===== config.mk =====
export PLATFORM = sky130hd
export DESIGN_NAME = rtc_hw_config
export DESIGN_NICKNAME = d
export VERILOG_FILES = /design/src/rtl/rtc_pkg.sv /design/src/rtl/rtc_hw_config.sv
export SDC_FILE = /design/constraint.sdc
export NUM_CORES = 1
export LEC_CHECK = 0
export BUFFER_PORTS_ARGS = -buffer_cell sky130_fd_sc_hd__buf_2
export CORE_MARGIN = 3
export CORE_UTILIZATION = 55
export DETAILED_ROUTE_END_ITERATION = 7
export PLACE_DENSITY = 0.82
export RECOVER_POWER = 50
export SLEW_MARGIN = 30
export SYNTH_ARGS = -nofsm -noshare
export SYNTH_HDL_FRONTEND = slang
export SYNTH_SLANG_ARGS = --single-unit

===== constraint.sdc =====
create_clock -name sys_clk_i -period 6.4 [get_ports sys_clk_i]
set_clock_uncertainty 0.05 [all_clocks]
set_input_delay 0.32 -clock sys_clk_i [delete_from_list [all_inputs] [get_ports sys_clk_i]]
set_output_delay 0.32 -clock sys_clk_i [all_outputs]
set_load 0.1 [all_outputs]

===== src/rtl/rtc_pkg.sv =====
/*
 * Constants for the tag hardware-configuration block: byte addresses of
 * the configuration area, field positions, values that apply when the
 * area is invalid, and timeout base units.
 * Assumes a 100 MHz system clock and a byte-wide memory read port.
 */
package rtc_pkg;

  // Byte addresses of the configuration bytes in the memory array
  localparam logic [9:0] ADDR_HW_SET_LO  = 10'h3EE;
  localparam logic [9:0] ADDR_HW_SET_HI  = 10'h3EF;
  localparam logic [9:0] ADDR_TUNNEL_TMO = 10'h3FC;
  localparam logic [9:0] ADDR_HOST_LINK  = 10'h3FD;
  localparam logic [9:0] ADDR_IRQ_START  = 10'h3D5;
  localparam logic [9:0] ADDR_IRQ_END    = 10'h3D6;
  localparam int         FETCH_COUNT     = 6;

  // Values that apply before fetch or while the area is invalid
  localparam logic [7:0] RST_HW_SET_LO  = 8'h0F;
  localparam logic [7:0] RST_HW_SET_HI  = 8'h54;
  localparam logic [7:0] RST_TUNNEL_TMO = 8'h47;
  localparam logic [7:0] RST_HOST_LINK  = 8'hA0;
  localparam logic [7:0] RST_IRQ_START  = 8'h00;
  localparam logic [7:0] RST_IRQ_END    = 8'h3F;

  // Field positions in the first hardware settings byte
  localparam int POS_ACCESS_TABLE = 7;
  localparam int POS_WAIT_EXT     = 6;
  localparam int POS_TYPEB_RESTR  = 5;
  localparam int POS_ID_SOURCE    = 4;
  localparam int POS_RATE_LIMIT   = 3;

  // Exponent ranges and fallbacks for the tunnel timeouts, and the block bound limit
  localparam logic [3:0] QUERY_EXP_MAX = 4'h8;
  localparam logic [3:0] QUERY_EXP_DEF = 4'h4;
  localparam logic [3:0] ANSWER_EXP_MAX = 4'hC;
  localparam logic [3:0] ANSWER_EXP_DEF = 4'h7;
  localparam logic [7:0] BLOCK_MAX      = 8'h3F;

  // Timeout base units and the clock rate
  localparam int CLK_MHZ         = 100;
  localparam int TUNNEL_BASE_US  = 1024;
  localparam int SCL_GAP_BASE_US = 6160;
  localparam int RESP_BASE_US    = 24600;
  localparam int TUNNEL_BASE_CYC = TUNNEL_BASE_US * CLK_MHZ;
  localparam int SCL_GAP_CYC     = SCL_GAP_BASE_US * CLK_MHZ;
  localparam int RESP_BASE_CYC   = RESP_BASE_US * CLK_MHZ;

  // Protocol select codes
  localparam logic [2:0] PROTO_JIS      = 3'b001;
  localparam logic [2:0] PROTO_B        = 3'b010;
  localparam logic [2:0] PROTO_JIS_B    = 3'b011;
  localparam logic [2:0] PROTO_A        = 3'b100;
  localparam logic [2:0] PROTO_AB       = 3'b110;
  localparam logic [2:0] PROTO_ALL      = 3'b111;

  // TypeB rate caps
  localparam logic [1:0] RATE_106  = 2'h0;
  localparam logic [1:0] RATE_424  = 2'h2;
  localparam logic [1:0] RATE_NONE = 2'h3;

  typedef enum logic [1:0] {
    RTC_ST_IDLE  = 2'b00,
    RTC_ST_ISSUE = 2'b01,
    RTC_ST_WAIT  = 2'b10,
    RTC_ST_READY = 2'b11
  } rtc_state_t;

endpackage : rtc_pkg


===== src/rtl/rtc_hw_config.sv =====
/*
 * Hardware-configuration register bank of a dual-interface tag: fetches
 * the configuration bytes after reset or self-reset, decodes them, runs
 * the tunnel and serial-link timeouts and drives the interrupt pin.
 * Assumes a byte-wide memory read port and event pulses on sys_clk_i;
 * the serial clock pin is asynchronous and is synchronised here.
 */
// Notes on behaviour
// - wait-extension bit gates extension request block
// - TypeB restrict bit caps 424k when unlimited
// - identifier source bit selects stored or zero
// - rate-limit bit caps TypeB 106k, JIS 212k
// - protocol select enables only listed interfaces
// - second byte bits 6:0 give slave address
// - tunnel byte: query upper, answer lower nibble
// - query wait 1024us times two power exponent
// - answer wait 1024us times two power exponent
// - out-of-range tunnel exponent uses its default
// - link byte: gap, response, interrupt selects
// - SCL gap limit 6.16ms times power
// - response wait 24.6ms times power, also divided; code only multiplies, by 1 to 8
// - four select bits enable extra interrupt sources
// - extra sources add to always-on interrupts
// - write interrupt at memory write start
// - read interrupt after response, in block range
// - block bounds over 63 use defaults, end below start uses start
// - new parameters apply only after reset
// - bit seven selects access-rights table
`timescale 1ns/1ps
module rtc_hw_config #(
  parameter int TUNNEL_CYC = rtc_pkg::TUNNEL_BASE_CYC,
  parameter int SCL_CYC    = rtc_pkg::SCL_GAP_CYC,
  parameter int RESP_CYC   = rtc_pkg::RESP_BASE_CYC
) (
  // Clock and reset
  input  wire logic       sys_clk_i,
  input  wire logic       sys_rst_i,
  input  wire logic       self_reset_i,
  // Memory array read port
  output logic [9:0]      cfg_rd_addr_o,
  output logic            cfg_rd_en_o,
  input  wire logic [7:0] cfg_rd_data_i,
  input  wire logic       cfg_rd_valid_i,
  input  wire logic       cfg_area_valid_i,
  // Decoded settings
  output logic            cfg_ready_o,
  output logic            access_table_select_o,
  output logic            wait_extension_enable_o,
  output logic            card_identifier_source_o,
  output logic            jis_enable_o,
  output logic            typea_enable_o,
  output logic            typeb_enable_o,
  output logic            auto_detect_o,
  output logic [1:0]      typeb_max_rate_o,
  output logic            jis_rate_capped_o,
  output logic [6:0]      serial_slave_address_o,
  output logic [5:0]      read_irq_start_block_o,
  output logic [5:0]      read_irq_end_block_o,
  // Interrupt sources and acknowledge
  input  wire logic       host_done_i,
  input  wire logic       tunnel_event_i,
  input  wire logic       field_detect_i,
  input  wire logic       rf_tx_done_i,
  input  wire logic       rf_write_start_i,
  input  wire logic       rf_read_done_i,
  input  wire logic [5:0] rf_read_block_i,
  input  wire logic       irq_ack_i,
  output logic            interrupt_out_n_o,
  // Timeout windows
  input  wire logic       query_open_i,
  input  wire logic       query_seen_i,
  input  wire logic       answer_open_i,
  input  wire logic       answer_seen_i,
  input  wire logic       scl_i,
  input  wire logic       link_busy_i,
  input  wire logic       resp_open_i,
  input  wire logic       resp_seen_i,
  output logic [3:0]      timeout_o
);

  // Holding registers for the fetched bytes
  logic [7:0] raw_q [rtc_pkg::FETCH_COUNT];
  logic [7:0] raw_d [rtc_pkg::FETCH_COUNT];
  logic [2:0] idx_q, idx_d;
  rtc_pkg::rtc_state_t st_q, st_d;
  logic [9:0] addr_list [rtc_pkg::FETCH_COUNT];
  logic [7:0] def_list  [rtc_pkg::FETCH_COUNT];

  // Fetch order and fallback values
  assign addr_list = '{rtc_pkg::ADDR_HW_SET_LO, rtc_pkg::ADDR_HW_SET_HI,
                       rtc_pkg::ADDR_TUNNEL_TMO, rtc_pkg::ADDR_HOST_LINK,
                       rtc_pkg::ADDR_IRQ_START, rtc_pkg::ADDR_IRQ_END};
  assign def_list  = '{rtc_pkg::RST_HW_SET_LO, rtc_pkg::RST_HW_SET_HI,
                       rtc_pkg::RST_TUNNEL_TMO, rtc_pkg::RST_HOST_LINK,
                       rtc_pkg::RST_IRQ_START, rtc_pkg::RST_IRQ_END};

  // Fetch sequencer: bytes change only here, at reset or self-reset
  always_comb begin
    st_d  = st_q;
    idx_d = idx_q;
    raw_d = raw_q;
    unique case (st_q)
      rtc_pkg::RTC_ST_IDLE: begin
        idx_d = 3'h0;
        st_d  = rtc_pkg::RTC_ST_ISSUE;
      end
      rtc_pkg::RTC_ST_ISSUE: begin
        st_d = rtc_pkg::RTC_ST_WAIT;
      end
      rtc_pkg::RTC_ST_WAIT: begin
        if (cfg_rd_valid_i) begin
          raw_d[idx_q] = cfg_area_valid_i ? cfg_rd_data_i
                                          : def_list[idx_q];
          if (idx_q == 3'(rtc_pkg::FETCH_COUNT - 1)) begin
            st_d = rtc_pkg::RTC_ST_READY;
          end else begin
            idx_d = idx_q + 3'h1;
            st_d  = rtc_pkg::RTC_ST_ISSUE;
          end
        end
      end
      rtc_pkg::RTC_ST_READY: begin
        if (self_reset_i) begin
          st_d = rtc_pkg::RTC_ST_IDLE;
        end
      end
    endcase
  end

  always_ff @(posedge sys_clk_i) begin
    if (sys_rst_i) begin
      st_q  <= rtc_pkg::RTC_ST_IDLE;
      idx_q <= 3'h0;
      raw_q <= '{rtc_pkg::RST_HW_SET_LO, rtc_pkg::RST_HW_SET_HI,
                 rtc_pkg::RST_TUNNEL_TMO, rtc_pkg::RST_HOST_LINK,
                 rtc_pkg::RST_IRQ_START, rtc_pkg::RST_IRQ_END};
    end else begin
      st_q  <= st_d;
      idx_q <= idx_d;
      raw_q <= raw_d;
    end
  end

  assign cfg_rd_addr_o = addr_list[idx_q];
  assign cfg_rd_en_o   = (st_q == rtc_pkg::RTC_ST_ISSUE);
  assign cfg_ready_o   = (st_q == rtc_pkg::RTC_ST_READY);

  // Field views of the held bytes
  logic [7:0] hw_lo, hw_hi, tnl, lnk;
  logic [3:0] q_exp, a_exp;
  logic [1:0] gap_exp, resp_exp;
  logic [3:0] extra_irq_sel;
  logic [7:0] blk_s, blk_e;
  assign hw_lo = raw_q[0];
  assign hw_hi = raw_q[1];
  assign tnl   = raw_q[2];
  assign lnk   = raw_q[3];
  // Tunnel exponents with fallback
  assign q_exp = (tnl[7:4] > rtc_pkg::QUERY_EXP_MAX) ?
                 rtc_pkg::QUERY_EXP_DEF : tnl[7:4];
  assign a_exp = (tnl[3:0] > rtc_pkg::ANSWER_EXP_MAX) ?
                 rtc_pkg::ANSWER_EXP_DEF : tnl[3:0];
  // Serial-link byte fields
  assign gap_exp       = lnk[7:6];
  assign resp_exp      = lnk[5:4];
  assign extra_irq_sel = lnk[3:0];
  // Read-interrupt block range clamp
  assign blk_s = (raw_q[4] > rtc_pkg::BLOCK_MAX) ?
                 rtc_pkg::RST_IRQ_START : raw_q[4];
  assign blk_e = (raw_q[5] > rtc_pkg::BLOCK_MAX) ?
                 rtc_pkg::RST_IRQ_END : raw_q[5];

  // Decoded settings, registered
  logic [3:0] proto_d, proto_q;
  logic [1:0] brate_d, brate_q;
  logic [5:0] bs_d, be_d, bs_q, be_q;
  always_comb begin
    unique case (hw_lo[2:0])
      rtc_pkg::PROTO_JIS:   proto_d = 4'b0001;
      rtc_pkg::PROTO_B:     proto_d = 4'b0100;
      rtc_pkg::PROTO_JIS_B: proto_d = 4'b1101;
      rtc_pkg::PROTO_A:     proto_d = 4'b0010;
      rtc_pkg::PROTO_AB:    proto_d = 4'b1110;
      rtc_pkg::PROTO_ALL:   proto_d = 4'b1111;
      default:              proto_d = 4'b0000; // Undefined: all off
    endcase
    if (hw_lo[rtc_pkg::POS_RATE_LIMIT]) begin
      brate_d = rtc_pkg::RATE_106;
    end else if (hw_lo[rtc_pkg::POS_TYPEB_RESTR]) begin
      brate_d = rtc_pkg::RATE_424;
    end else begin
      brate_d = rtc_pkg::RATE_NONE;
    end
    bs_d = blk_s[5:0];
    be_d = (blk_e < blk_s) ? blk_s[5:0] : blk_e[5:0];
  end

  always_ff @(posedge sys_clk_i) begin
    if (sys_rst_i) begin
      proto_q <= 4'b1111;
      brate_q <= rtc_pkg::RATE_106;
      bs_q    <= rtc_pkg::RST_IRQ_START[5:0];
      be_q    <= rtc_pkg::RST_IRQ_END[5:0];
    end else begin
      proto_q <= proto_d;
      brate_q <= brate_d;
      bs_q    <= bs_d;
      be_q    <= be_d;
    end
  end

  // Settings outputs
  assign access_table_select_o    = hw_lo[rtc_pkg::POS_ACCESS_TABLE];
  assign wait_extension_enable_o  = hw_lo[rtc_pkg::POS_WAIT_EXT];
  assign card_identifier_source_o = hw_lo[rtc_pkg::POS_ID_SOURCE];
  assign jis_rate_capped_o        = hw_lo[rtc_pkg::POS_RATE_LIMIT];
  assign serial_slave_address_o   = hw_hi[6:0];
  assign jis_enable_o             = proto_q[0];
  assign typea_enable_o           = proto_q[1];
  assign typeb_enable_o           = proto_q[2];
  assign auto_detect_o            = proto_q[3];
  assign typeb_max_rate_o         = brate_q;
  assign read_irq_start_block_o   = bs_q;
  assign read_irq_end_block_o     = be_q;

  // Interrupt pending flag; a new event wins over acknowledge
  logic irq_ev, pend_d, pend_q, in_range;
  assign in_range = (rf_read_block_i >= bs_q) && (rf_read_block_i <= be_q);
  always_comb begin
    irq_ev = host_done_i | tunnel_event_i;
    irq_ev = irq_ev | (extra_irq_sel[3] & rf_write_start_i);
    irq_ev = irq_ev | (extra_irq_sel[2] & rf_read_done_i
                       & in_range);
    irq_ev = irq_ev | (extra_irq_sel[1] & rf_tx_done_i);
    irq_ev = irq_ev | (extra_irq_sel[0] & field_detect_i);
    pend_d = irq_ev | (pend_q & ~irq_ack_i);
  end

  always_ff @(posedge sys_clk_i) begin
    if (sys_rst_i) begin
      pend_q <= 1'b0;
    end else begin
      pend_q <= pend_d;
    end
  end

  assign interrupt_out_n_o = ~pend_q;

  // Serial clock pin synchroniser and edge detect
  logic scl_m_q, scl_s_q, scl_p_q, scl_edge;
  always_ff @(posedge sys_clk_i) begin
    if (sys_rst_i) begin
      scl_m_q <= 1'b1;
      scl_s_q <= 1'b1;
      scl_p_q <= 1'b1;
    end else begin
      scl_m_q <= scl_i;
      scl_s_q <= scl_m_q;
      scl_p_q <= scl_s_q;
    end
  end
  assign scl_edge = scl_s_q ^ scl_p_q;

  // Four timeout windows: query, answer, SCL gap, response
  logic [3:0]  t_open, t_close;
  logic [31:0] t_lim [4];
  logic [31:0] cnt_d [4];
  logic [31:0] cnt_q [4];
  logic [3:0]  act_d, act_q, tmo_d, tmo_q;
  assign t_open  = {resp_open_i, link_busy_i & scl_edge,
                    answer_open_i, query_open_i};
  assign t_close = {resp_seen_i, ~link_busy_i, answer_seen_i,
                    query_seen_i};
  assign t_lim[0] = 32'(TUNNEL_CYC) << q_exp;
  assign t_lim[1] = 32'(TUNNEL_CYC) << a_exp;
  assign t_lim[2] = 32'(SCL_CYC) << gap_exp;
  assign t_lim[3] = 32'(RESP_CYC) << resp_exp;

  always_comb begin
    for (int i = 0; i < 4; i++) begin
      cnt_d[i] = cnt_q[i];
      act_d[i] = act_q[i];
      tmo_d[i] = 1'b0;
      if (t_open[i]) begin
        cnt_d[i] = 32'h0;
        act_d[i] = 1'b1;
      end else if (t_close[i]) begin
        act_d[i] = 1'b0;
      end else if (act_q[i]) begin
        if (cnt_q[i] >= t_lim[i] - 32'h1) begin
          act_d[i] = 1'b0;
          tmo_d[i] = 1'b1;
        end else begin
          cnt_d[i] = cnt_q[i] + 32'h1;
        end
      end
    end
  end

  always_ff @(posedge sys_clk_i) begin
    if (sys_rst_i) begin
      cnt_q <= '{default: 32'h0};
      act_q <= 4'h0;
      tmo_q <= 4'h0;
    end else begin
      cnt_q <= cnt_d;
      act_q <= act_d;
      tmo_q <= tmo_d;
    end
  end

  assign timeout_o = tmo_q;

endmodule : rtc_hw_config


## Word level (Yosys, flattened, before mapping)

Memories as Yosys holds them, arrays and structs flattened.
Cells that the tools add are included.
Widths: inputs -> output; s select.

- $add $sub $neg: 9
- $lt $le $gt $ge: 13
- Equal/unequal tests: 13
- Shift operators: 4
- Multiplexer cells: 42
- Bitwise logic cells: 29
- Reduce and logical (&&, ||, !) cells: 20

Operators with widths:

| cell | count |
|---|---|
| $add 32x1->32 const B | 4 |
| $ge 32x32->1 | 4 |
| $sub 32x1->32 const B | 4 |
| $shl 17x4->32 const A | 2 |
| $bwmux 48 | 1 |
| $mux 8 | 6 |
| $shl 20x2->32 const A | 1 |
| $shl 22x2->32 const A | 1 |
| $demux 8 s3 | 1 |
| $pmux 4 s6 | 1 |
| $mux 1 | 21 |
| $mux 10 | 2 |
| $gt 8x6->1 const B | 2 |
| $reduce_or 4->1 | 4 |
| $reduce_and 3->1 | 5 |
| $not 1->1 | 14 |
| $eq 3x3->1 const B | 4 |
| $reduce_or 2->1 | 5 |
| $gt 4x4->1 const B | 2 |
| $lt 8x8->1 | 1 |
| $mux 4 | 2 |
| $pmux 2 s4 | 1 |
| $and 1x1->1 | 7 |
| $eq 3x2->1 const B | 2 |
| 20 further kinds | 33 |

- Register bits: 211
- ROM bits: 144
- Bits of input ports: 34
- Output and inout port bits: 46
- Word-level logic and storage cells: 157
- Memories: 2

Memory list:

| name | words | bits a word | read ports | clocked after memory_dff | wr ports | RTL line | RTL |
|---|---|---|---|---|---|---|---|
| (no name shown) | 8 | 10 | 1 | 0 | 0 | rtc_hw_config.sv:144 | `assign cfg_rd_addr_o = addr_list[idx_q];` |
| (no name shown) | 8 | 8 | 1 | 0 | 0 | rtc_hw_config.sv:113 | `: def_list[idx_q];` |

## Logic depth before layout (Yosys ltp)

- Depth after elaboration: 9
- Depth in mapped cells: 23
- Mapped depth without buffers: 18

## Least setup slack after synthesis

Ideal clock, no wire load.

- Path type: reg-to-reg
- Start: register raw_q, in the netlist tnl[2]
- End: register cnt_q[87] in the netlist's numbering
- Library setup time: 71 ps
- Arrival time: 5,043 ps
- Required time: 6,279 ps
- Slack: 1,236 ps
- Stages on the path, launching flop included: 24
- Buffers on the path: 5
- Clock period less this slack: 5,164 ps
- Path through: dfxtp_1 > clkbuf_1 > clkbuf_1 > clkbuf_1 > clkbuf_1 > a31o_2 > inv_1 > ha_1 > o21ba_2 > nor2_1 > a21oi_1 > o21a_1 > nor3_1 > nand2_1 > xnor2_1 > ha_1 > a21o_1 > a21o_1 > a21oi_1 > o21ai_0 > or4_4 > buf_6 > or3_1 > a21oi_1

- Cells in the longest elaborated chain, start to end: 7

Ends and longest elaborated chain:

| what | RTL line | RTL |
|---|---|---|
| start, declared | rtc_hw_config.sv:82 | `logic [7:0] raw_q [rtc_pkg::FETCH_COUNT];` |
| start signal, assigned | rtc_hw_config.sv:134 | `raw_q <= '{rtc_pkg::RST_HW_SET_LO, rtc_pkg::RST_HW_SET_HI,` |
| start signal, assigned | rtc_hw_config.sv:140 | `raw_q <= raw_d;` |
| $gt 4x4->1 | rtc_hw_config.sv:161 | `assign a_exp = (tnl[3:0] > rtc_pkg::ANSWER_EXP_MAX) ?` |
| $mux 4 * | rtc_hw_config.sv:161 |  |
| $shl 17x4->32 * | rtc_hw_config.sv:275 | `assign t_lim[1] = 32'(TUNNEL_CYC) << a_exp;` |
| $sub 32x1->32 * | rtc_hw_config.sv:290 | `if (cnt_q[i] >= t_lim[i] - 32'h1) begin` |
| $ge 32x32->1 * | rtc_hw_config.sv:290 |  |
| $not 1->1 (no source line) * | - |  |
| $reduce_and 3->1 (no source line) * | - |  |
| end signal, assigned | rtc_hw_config.sv:306 | `cnt_q <= cnt_d;` |
| end, declared | rtc_hw_config.sv:268 | `logic [31:0] cnt_q [4];` |

Mark *: on every way between the ends. The rest lies on a longest branch, timed or not.
A chain may end at the register's enable or synchronous reset.

## Worst setup path in the final report

- Start: register raw_q, in the netlist tnl[7]
- End: register cnt_q[126] in the netlist's numbering

- Cells in the longest elaborated chain, start to end: 7

Ends and longest elaborated chain:

| what | RTL line | RTL |
|---|---|---|
| $gt 4x4->1 | rtc_hw_config.sv:159 | `assign q_exp = (tnl[7:4] > rtc_pkg::QUERY_EXP_MAX) ?` |
| $mux 4 * | rtc_hw_config.sv:159 |  |
| $shl 17x4->32 * | rtc_hw_config.sv:274 | `assign t_lim[0] = 32'(TUNNEL_CYC) << q_exp;` |
| $sub 32x1->32 * | rtc_hw_config.sv:290 |  |
| $ge 32x32->1 * | rtc_hw_config.sv:290 |  |
| $not 1->1 (no source line) * | - |  |
| $reduce_and 3->1 (no source line) * | - |  |

Marked as above.

==> metrics.txt <==
chip width=160 um; GR Overflow Total=0; DP Area=13600 um2; first-pass GRT wire length=about 52 mm; CP Max Fanout=18; number of remaining DRC errors=0; Pre-antenna DRT Iters=5; Total GRT Usage=23.4%; H-tree levels=1; Setup crit start=tnl[7]$_SDFFE_PP0P_; fin. max-slew vios=88; CTS tree=yes; Hold Crit Start=resp_seen_i; number of nets in the layout=1840; Cells after Synth=~1600; clk buf depth=3; cell area after synthesis=~13000 um2; synthesis-stage register bit count=210; DRT iter0 DRCs=890; Critical Path End Type=flop; Root Buffer=clkbuf_16; Pleak=5.57 nW; post-CTS setup repair buffer count=0; fmax=189 MHz; starting density of the core=between 50% and 60%; area grow syn2layout=9.60%; CTS clk-pin slew, worst paths=~60 ps; Hold Fails Final Rpt=0; fill count=approximately 2000; fraction of registers with async set/reset=0%; minimum clock period=5280 ps; IO Port Bufs=74; Yosys top cell area share=32.1%; total die area=25700 um2; slowest stage delay, CP=just over 700 ps; Worst Max-Slew Pin Slew=around 2800 ps; worst path arrival time=between 5000 and 6000 ps; kind of critical path=flop to flop; CTS Buf Count=24; WL per Instance=~16 um; Clock Sink Count=210; diodes inserted=0; Design Area, Final=14400 um2; register area share after synthesis=between 30% and 40%; Core Area=23100 um2; Yosys cell types=between 70 and 80; largest net degree at the start of global routing=between 50 and 60; Post-synth EDFFs=0; crit share post-route=82.6%; FF-to-FF path depth=17; DP HPWL=roughly 22 mm; io pins=80; synth top area cells=dfxtp_1 (32%), ha_1 (14%), xnor2_1 (4.9%); Min-Delay Path Class=primary input to flop; final setup TNS=0 ps; crit-path cells=nand2b_1 -> inv_1 -> ha_1 -> nor3_1 -> a311o_1 -> nand2_1 -> nor3b_1 -> nand3_1 -> mux2i_1 -> a21oi_1 -> ha_1 -> nand2_1 -> o21ai_0 -> a221oi_1 -> nand4_1 -> o311ai_0 -> o41ai_1; Critical Path End=cnt_q[126]$_SDFFE_PP0P_; WP data required=6740 ps; maxcap violations=2; Pwr per Cell Area=198 nW/um2; RSZ-0062 raised after global routing=no; Post-CTS Hold Fix Bufs=2; row count=55; Hold Path Stages=3; Vias per Instance=5.84; Die H=about 160 um; final antenna-violating net count=0; max_slew headroom=-89.9%; failing checks=capacitance limit, slew limit; r2r endpoint=cnt_q[126]$_SDFFE_PP0P_; routed vias=11652; vias in the first global route=11176; crit path max-delay cell type=nand4_1; Synth Warn #=0; final core utilization=~62%; peak supply drop=0.000181 V; Clk Latency, worst-skew pair=about 530 ps; final wirelength=31.1 mm; Mean Syn Cell Area=a little over 8 um2; routability cong.=about 0.9; Startpoint Class=flop; flop2flop setup slack=about 1100 ps; top_reg_cell synth=dfxtp_1; initial antenna violation count=1; status=finished with violations; final setup vio count=0; Synth area leader=dfxtp_1; layout cells sized above 1=6.42%; worst r2r src=tnl[7]$_SDFFE_PP0P_; PostCTS Resize Cnt=0
==> cells by family after synthesis <==
group | synth area share (%)
AO/OA/AOI/OAI | 15.7
XOR/XNOR | 5.88
adder cells (fa/ha/maj) | 13.6
buffers and inverters | 5.23
flip-flops | 32.1
multiplexers | 2.49
other | 0.0573
AND/OR/NAND/NOR | 25.0
==> stage by stage <==
stage / instances / worst slack (ps) / hold WS (ps) / power (mW)
2_1_floorplan: 1645 / 1240 / 339 / 1.50
3_3_place_gp: 1948 / 1150 / 345 / 1.54
3_5_place_dp: 1948 / 959 / 347 / 1.55
4_1_cts: 1994 / 935 / 12.5 / 2.88
5_1_grt: 1995 / 681 / 61.0 / 2.94
6_report: 1995 / 1120 / 26.7 / 2.85
==> synthesized netlist by cell type (17+ instances only) <==
| cell type | count |
|---|---|
| dfxtp_1 | 210 |
| nor2_1 | 172 |
| nand2_1 | 145 |
| ha_1 | 142 |
| a21oi_1 | 108 |
| xnor2_1 | 74 |
| inv_1 | 73 |
| o21ai_0 | 73 |
| clkbuf_1 | 62 |
| nand3_1 | 54 |
| nand4_1 | 52 |
| nor3_1 | 41 |
| nor4_1 | 41 |
| or3_1 | 35 |
| mux2i_1 | 27 |
| a21o_1 | 22 |
| and3_1 | 22 |
| a211oi_1 | 19 |
| o21a_1 | 18 |
| o211ai_1 | 17 |
==> worst min-delay path by stage <==
stage,end,slack (ps)
2_1_floorplan,scl_s_q$_SDFF_PP1_,340
3_3_place_gp,scl_s_q$_SDFF_PP1_,350
4_1_cts,timeout_o[3]$_SDFF_PP0_,10
5_1_grt,pend_q$_SDFF_PP0_,60
3_5_place_dp,scl_s_q$_SDFF_PP1_,350
6_report,timeout_o[3]$_SDFF_PP0_,30
==> layout by cell type, fill, tap and decap left out, types with 7 or more instances in the layout <==
master / instances
a211oi_1: 19
a21o_1: 22
a21oi_1: 107
a22oi_1: 7
and2_1: 14
and3_1: 22
and4_1: 14
buf_2: 33
clkbuf_1: 48
clkbuf_16: 24
clkbuf_8: 7
conb_1: 31
dfxtp_1: 209
ha_1: 142
inv_1: 73
mux2i_1: 27
nand2_1: 144
nand2b_1: 11
nand3_1: 54
nand4_1: 52
nor2_1: 171
nor2b_1: 12
nor3_1: 42
nor4_1: 41
o211ai_1: 17
o21a_1: 18
o21ai_0: 72
o31ai_1: 13
or2_2: 9
or3_1: 35
or4_1: 16
xnor2_1: 74
xor2_1: 14
==> registers in the layout, summed over array words and instances (netlist names) <==
signal	cells
read_irq_start_block_o	6
scl_s_q	1
hw_lo	8
timeout_o	4
scl_m_q	1
scl_p_q	1
st_q	2
idx_q	3
typeb_max_rate_o	2
read_irq_end_block_o	6
proto_q	4
tnl	8
raw_q	16
lnk	8
cnt_q	128
hw_hi	7
pend_q	1
act_q	4
==> report_power, final <==
| part | switching [mW] | internal [mW] | total [mW] | leakage (nW) |
|---|---|---|---|---|
| registers | 0.0103 | 1.32 | 1.33 | 1.70 |
| clock network | 0.554 | 0.774 | 1.33 | 0.378 |
| logic | 0.147 | 0.0445 | 0.191 | 3.50 |
==> layer usage <==
metal / share of wire [%] / GRT usage (%) / vias to the layer above / wire length [um]
li1: - / - / 5853 / -
met1: 43 / 29.6 / 5421 / 13500
met2: 48 / 41.2 / 315 / 15000
met3: 5.5 / 3.33 / 61 / 1700
met4: 2.7 / 7.22 / 2 / 850
met5: 0.042 / 0 / - / 13
==> final cells by class <==
class | instances | area (um2) | area share [%]
Clock inverter | 9 | 67.6 | 0.470
Inverter | 75 | 282 | 1.96
Tap cell | 313 | 392 | 2.73
Clock buffer | 35 | 712 | 4.95
Timing Repair Buffer | 82 | 377 | 2.62
Multi-Input combinational cell | 1271 | 8330 | 58.0
Sequential cell | 210 | 4210 | 29.3
==> worst max-delay path: cells and delay by family, from the launching register on <==
kind	cells	cell delay (ps)
buffers and inverters	1	90
and+or+nand+nor	7	1970
adders and majority gates	2	490
AOI/OAI and AO/OA	6	1840
muxes	1	140
DFF	1	550
Note: power is estimated with default switching activity, not from simulation.
